**config.mk**
```make
export PLATFORM = sky130hd
export DESIGN_NAME = switch_port_device_map
export DESIGN_NICKNAME = d
export VERILOG_FILES = /design/src/rtl/port_map_pkg.sv /design/src/rtl/switch_port_device_map.sv
export VERILOG_INCLUDE_DIRS = /design/src /design/src/rtl
export SDC_FILE = /design/constraint.sdc
export NUM_CORES = 1
export LEC_CHECK = 0
export BUFFER_PORTS_ARGS = -buffer_cell sky130_fd_sc_hd__buf_2
export CORE_MARGIN = 3
export CORE_UTILIZATION = 34
export DETAILED_ROUTE_END_ITERATION = 6
export PLACE_DENSITY = 0.78
export RECOVER_POWER = 100
export SLEW_MARGIN = 20
export SYNTH_ARGS = -nofsm -noshare
export SYNTH_HDL_FRONTEND = slang
export SYNTH_SLANG_ARGS = --single-unit
```
**constraint.sdc**
```tcl
create_clock -name core_clk_i -period 1.1 [get_ports core_clk_i]
set_input_delay 0.22 -clock core_clk_i [delete_from_list [all_inputs] [get_ports core_clk_i]]
set_output_delay 0.22 -clock core_clk_i [all_outputs]
set_load 0.01 [all_outputs]
```
**src/rtl/port_map_defs.svh**
```systemverilog
// Purpose: Constants for the switch port role map and configuration decode
// Assumes: Four ports, device number equals port number
// Notes:   Included by the package and the design module
`ifndef PORT_MAP_DEFS_SVH
`define PORT_MAP_DEFS_SVH
`define NUM_PORTS       3'd4
`define PORT_UP         5'h00
`define PORT_DN_A       5'h02
`define PORT_DN_B       5'h04
`define PORT_DN_C       5'h06
`define IDX_UP          2'h0
`define IDX_DN_A        2'h1
`define IDX_DN_B        2'h2
`define IDX_DN_C        2'h3
`define MAX_LANES       3'h4
`define SPEED_GEN1      2'h1
`define SPEED_GEN2      2'h2
`define SPEED_SUPPORTED 2'h3
`define ROLE_UPSTREAM   1'b0
`define ROLE_DOWNSTREAM 1'b1
`endif

```
**src/rtl/port_map_pkg.sv**
```systemverilog
// Purpose: Types for the switch port role map and configuration decode
// Assumes: Constants come from port_map_defs.svh
// Notes:   Request and answer travel as packed structs
`include "port_map_defs.svh"
package port_map_pkg;
  typedef enum logic [1:0] {
    ROUTE_NONE,
    ROUTE_BRIDGE,
    ROUTE_UR
  } route_type;
  typedef struct packed {
    logic       on_virtual_bus; // Set: target is the internal bus
    logic [4:0] dev_num;        // Target device number
    logic       is_write;       // Write when set
  } cfg_req_type;
  typedef struct packed {
    route_type  route;          // Where the request went
    logic [3:0] bridge_sel;     // One-hot bridge select
    logic       unsupported;    // Completed with UR status
  } cfg_ans_type;
  typedef struct packed {
    logic       role;           // Upstream or downstream
    logic [2:0] max_lanes;      // Widest link in lanes
    logic [1:0] speeds;         // Bit0 2.5 Gbps, bit1 5.0 Gbps
    logic [4:0] dev_num;        // Device number of its bridge
  } port_cfg_type;
endpackage

```
**src/rtl/switch_port_device_map.sv**
```systemverilog
// Purpose: Fixed port roles and configuration device decode for a four-port switch
// Assumes: Requests reach here already classified as type 0 or type 1 on the internal bus
// Notes:   Roles are hardwired; nothing here can be reconfigured by software
//          The answer is registered, one cycle after the request, so timing to the
//          completion logic does not depend on the compare depth
//          The write flag of a request is carried but not decoded: reads and writes route alike
// Overview of operation
// - Four ports numbered 0,2,4,6; port 0 is always the upstream port.
// - Ports 2,4,6 are downstream ports with a fixed role, except while reset holds their role at 0 (upstream).
// - Every port supports x4 links and both 2.5 and 5.0 Gbps rates.
// - Each port is its own virtual PCI-PCI bridge with its own config space.
// - Bridge device number equals port number; upstream bridge is device 0.
// - Config access to an absent virtual-bus device completes as Unsupported Request.
`timescale 1ns/1ps
`include "port_map_defs.svh"
module switch_port_device_map (
  input  wire logic                        core_clk_i,    // Core clock, 125 MHz
  input  wire logic                        resetn_i,      // Sync reset, active low
  input  wire logic                        req_valid_i,   // Config request present
  input  wire port_map_pkg::cfg_req_type   req_i,         // Config request fields
  output logic                             ans_valid_o,   // Answer valid, one cycle
  output port_map_pkg::cfg_ans_type        ans_o,         // Decode answer
  output port_map_pkg::port_cfg_type [3:0] port_cfg_o     // Per-port fixed setup
);
  import port_map_pkg::*;

  localparam logic [4:0] DEV_NUM [4] = '{`PORT_UP, `PORT_DN_A, `PORT_DN_B, `PORT_DN_C};

  logic        ans_valid_r;
  logic        ans_valid_nxt;
  cfg_ans_type ans_r;
  cfg_ans_type ans_nxt;
  port_cfg_type [3:0] port_cfg_r;
  port_cfg_type [3:0] port_cfg_nxt;
  logic [3:0]  hit;

  // Fixed per-port setup, built in one loop so the map cannot drift
  genvar g;
  generate
    for (g = 0; g < `NUM_PORTS; g = g + 1) begin : g_port
      // One bridge per port
      // Bridge g answers when its device number matches on the right bus
      assign hit[g] = (req_i.dev_num == DEV_NUM[g]) &&
                      (req_i.on_virtual_bus == (g != 0));
      always_comb begin
        port_cfg_nxt[g].role      = (g == 0) ? `ROLE_UPSTREAM : `ROLE_DOWNSTREAM;
        port_cfg_nxt[g].max_lanes = `MAX_LANES;
        port_cfg_nxt[g].speeds    = `SPEED_SUPPORTED;
        port_cfg_nxt[g].dev_num   = DEV_NUM[g];
      end

    end
  endgenerate

  // Decode of a config request; one cycle of latency keeps the answer registered
  // Only one bridge can match, since every device number and bus pair is unique
  always_comb begin
    ans_valid_nxt       = req_valid_i;
    ans_nxt.route       = ROUTE_NONE;
    ans_nxt.bridge_sel  = 4'h0;
    ans_nxt.unsupported = 1'b0;
    if (req_valid_i) begin
      if (|hit) begin
        ans_nxt.route      = ROUTE_BRIDGE;
        ans_nxt.bridge_sel = hit;
      end else if (req_i.on_virtual_bus) begin
        // Absent device UR
        // Device 0 on the internal bus is absent too, so it lands here
        ans_nxt.route       = ROUTE_UR;
        ans_nxt.unsupported = 1'b1;
      end else begin
        // Other upstream-bus devices are not ours; leave routing to the link
        ans_nxt.route = ROUTE_NONE;
      end
    end
  end

  // Registers; reset clears the answer and the setup, which reloads its constants once reset is released
  // The setup resets to zero so a port never looks configured while the switch is held
  always_ff @(posedge core_clk_i) begin
    if (!resetn_i) begin
      ans_valid_r <= 1'b0;
      ans_r       <= '0;
      port_cfg_r  <= '0;
    end else begin
      ans_valid_r <= ans_valid_nxt;
      ans_r       <= ans_nxt;
      port_cfg_r  <= port_cfg_nxt;
    end
  end

  assign ans_valid_o = ans_valid_r;
  assign ans_o       = ans_r;
  assign port_cfg_o  = port_cfg_r;
endmodule

```
==> results.toml <==
[placement]
hpwl_um = 786
io_buffer_count = 35
place.gp.congestion = 0.822
dp_cells = 107
place_area_um2 = 561
pre_cts_ws_ps = -6.63

[timing]
setup_viol = 0
fin_crit_ps = 1030
finalMaxSlewViolations = 0
fmax_mhz = 971
min_period_over_period_pct = 93.6
rsz0062_at_grt = "yes"
finalWorstSetupSlack_ps = 69.9
hold_viol_final = 0

[min_path]
min_path_cells = 1
holdCritStartpoint = "resetn_i"
hold_end = "port_cfg_o[34]$_DFF_P_"
min-delay-path-class = "input port to flip-flop"

[flow_run]
maxCapViolCount = 0

[worst_setup_path]
critPathKind = "flip-flop to output port"
crit_chain = "buf_2"
crit_fanout = 19
cp.required_ps = 880
startpoint = "port_cfg_o[34]$_DFF_P_"
critPathTopFamily = "flip-flops"
critPathLaunchType = "flip-flop"
critPathMaxStageDelay_ps = 410
critPathBufInv = 1
slowest_stage = "dfxtp_4"
end_kind = "output port"
worstPathArrival_ps = 810

[route]
drt_iter0_markers = 3
first_pass_iters = 2
drt_wl_total_um = 912
via_per_inst = 3.55
wl_per_cell_um = 8.29
via_count = 391
drtAntennaViolNets = 0
drc = 0

[cells_and_area]
antenna_cells = 0
layout-drive-gt1-share_pct = 36.0
area_growth_pct = -8.04
design_area_um2 = 558
layout.nets = 98
final_cells = 110

[global_route]
grt_remaining_overflow = 0
grt_usage_pct = 6.91
antenna_found_initial = 0
grt_pass1_vias = 270
grt_max_degree = 20
grt_pass1_wl_um = 1080

[clock_tree]
htreeDepth = 1
clock_sinks = 8
ctsHoldBuffers = 0
cts_resized = 2
cts_buffer_depth = 2
cts_setup_buffers = 0
path_clk_slew_ps = 50
cts_made_buffers = 3
cts_tree = "built"
cts-root-buf = "clkbuf_4"

[synthesis]
synth.area.mux_share_pct = 0
synth_seq_area_share_pct = 26.4
synth_top_family_by_area = "buffers and inverters"
ys_seq_elements = 8
synthAdderAreaFrac_pct = 0
synth.area.top_cells = "buf_4 54%, dfxtp_1 26%, nor4b_2 2.5%"
syn-instance-count = 69
yosysTopAreaCellShare_pct = 54.4
synthArstFlopShare_pct = 0
synth_flop_cell = "dfxtp_1"
yosys.area_share.simple_pct = 12.4
ys_warn_count = 0
synthDistinctLibCells = 16
synth-compound-area-share_pct = 3.71
synth_area_leader_cell = "buf_4"
yosysMostFrequentCell = "buf_4"
synthTopCellsByCount = "44 x buf_4, 8 x dfxtp_1, 3 x nand2_1"
synth-edff-count = 0
synthXorXnorAreaFrac_pct = 0
postSynthAreaPerCell_um2 = 8.79
synthesis.area_um2 = 607

[die]
die-area_um2 = 2330
row_count = 14
die_height_um = 48.2
core_region_area_um2 = 1590
start_util_pct = 38.1
die_w_um = 48.2
ios = 62

[power]
total_power_uw = 653
power_density_nw_per_um2 = 1170
leakage_uw = 0.000299
ir_drop_v = 0.000344

[run_status]
status = "finished, final reports clean"
[report_power, final]
| group | internal (uW) | switching, uW | leakage, uW | total (uW) |
|---|---|---|---|---|
| Sequential | 296 | 7.74 | 0.0000656 | 304 |
| Combinational | 41.8 | 94.0 | 0.000219 | 136 |
| Clock | 124 | 89.7 | 0.0000138 | 214 |
[area by class of cell]
class                      count  area [um^2]
fill                         185         1040
timing repair buffer          35          164
inverter                       1         3.75
sequential                     8          164
multi-input combinational     39          174
tap                           24         30.0
clock buffer                   3         22.5
[logic make-up (layout without fill, tap and decap cells)]
group / count (synthesis) / in the layout
AO/OA/AOI/OAI: 3 / 3
buffers and inverters: 46 / 39
flip-flops: 8 / 8
other: 1 / 25
AND/OR/NAND/NOR: 11 / 11
[layout by cell type (no fill, tap or decap), types with 2 or more instances in the layout]
master	instances
buf_2	26
clkbuf_1	9
clkbuf_4	3
conb_1	25
dfxtp_1	7
nand2_1	3
nor3_1	2
or3_1	2
[per-stage QoR]
| stage | TNS [ps] | hold WS [ps] | util, % |
|---|---|---|---|
| 3_3_place_gp | 0 | 358 | 35.2 |
| 4_1_cts | 0 | 96.6 | 36.8 |
| 6_report | 0 | 123 | 35.0 |
| 5_1_grt | -6.57 | 119 | 35.0 |
| 2_1_floorplan | 0 | 248 | - |
| 3_5_place_dp | -6.63 | 356 | 35.2 |
[how the worst max path moves through the flow]
stage / cells after the start / end / slack (ps)
after detailed placement: 3 / ans_o[3]$_SDFF_PN0_ / -7
after CTS: 1 / port_cfg_o[42] / 50
after global placement: 3 / ans_o[6]$_SDFF_PP0_ / 30
after floorplan: 1 / port_cfg_o[12] / 40
after global routing: 1 / port_cfg_o[12] / -4
final: 1 / port_cfg_o[42] / 70
[flip-flops by register name, summed over array words and instances (netlist names)]
| name | cells |
|---|---|
| ans_valid_o | 1 |
| ans_o | 6 |
| port_cfg_o | 1 |
[per-layer routing]
| layer | wire (um) | global-route usage [%] | vias to the layer above |
|---|---|---|---|
| li1 | - | - | 183 |
| met1 | 319 | 6.87 | 155 |
| met2 | 364 | 10.7 | 50 |
| met3 | 208 | 2.95 | 3 |
| met4 | 20 | 6.45 | 0 |
| met5 | 0 | 0 | - |
Power figures use the tool's default switching activity.
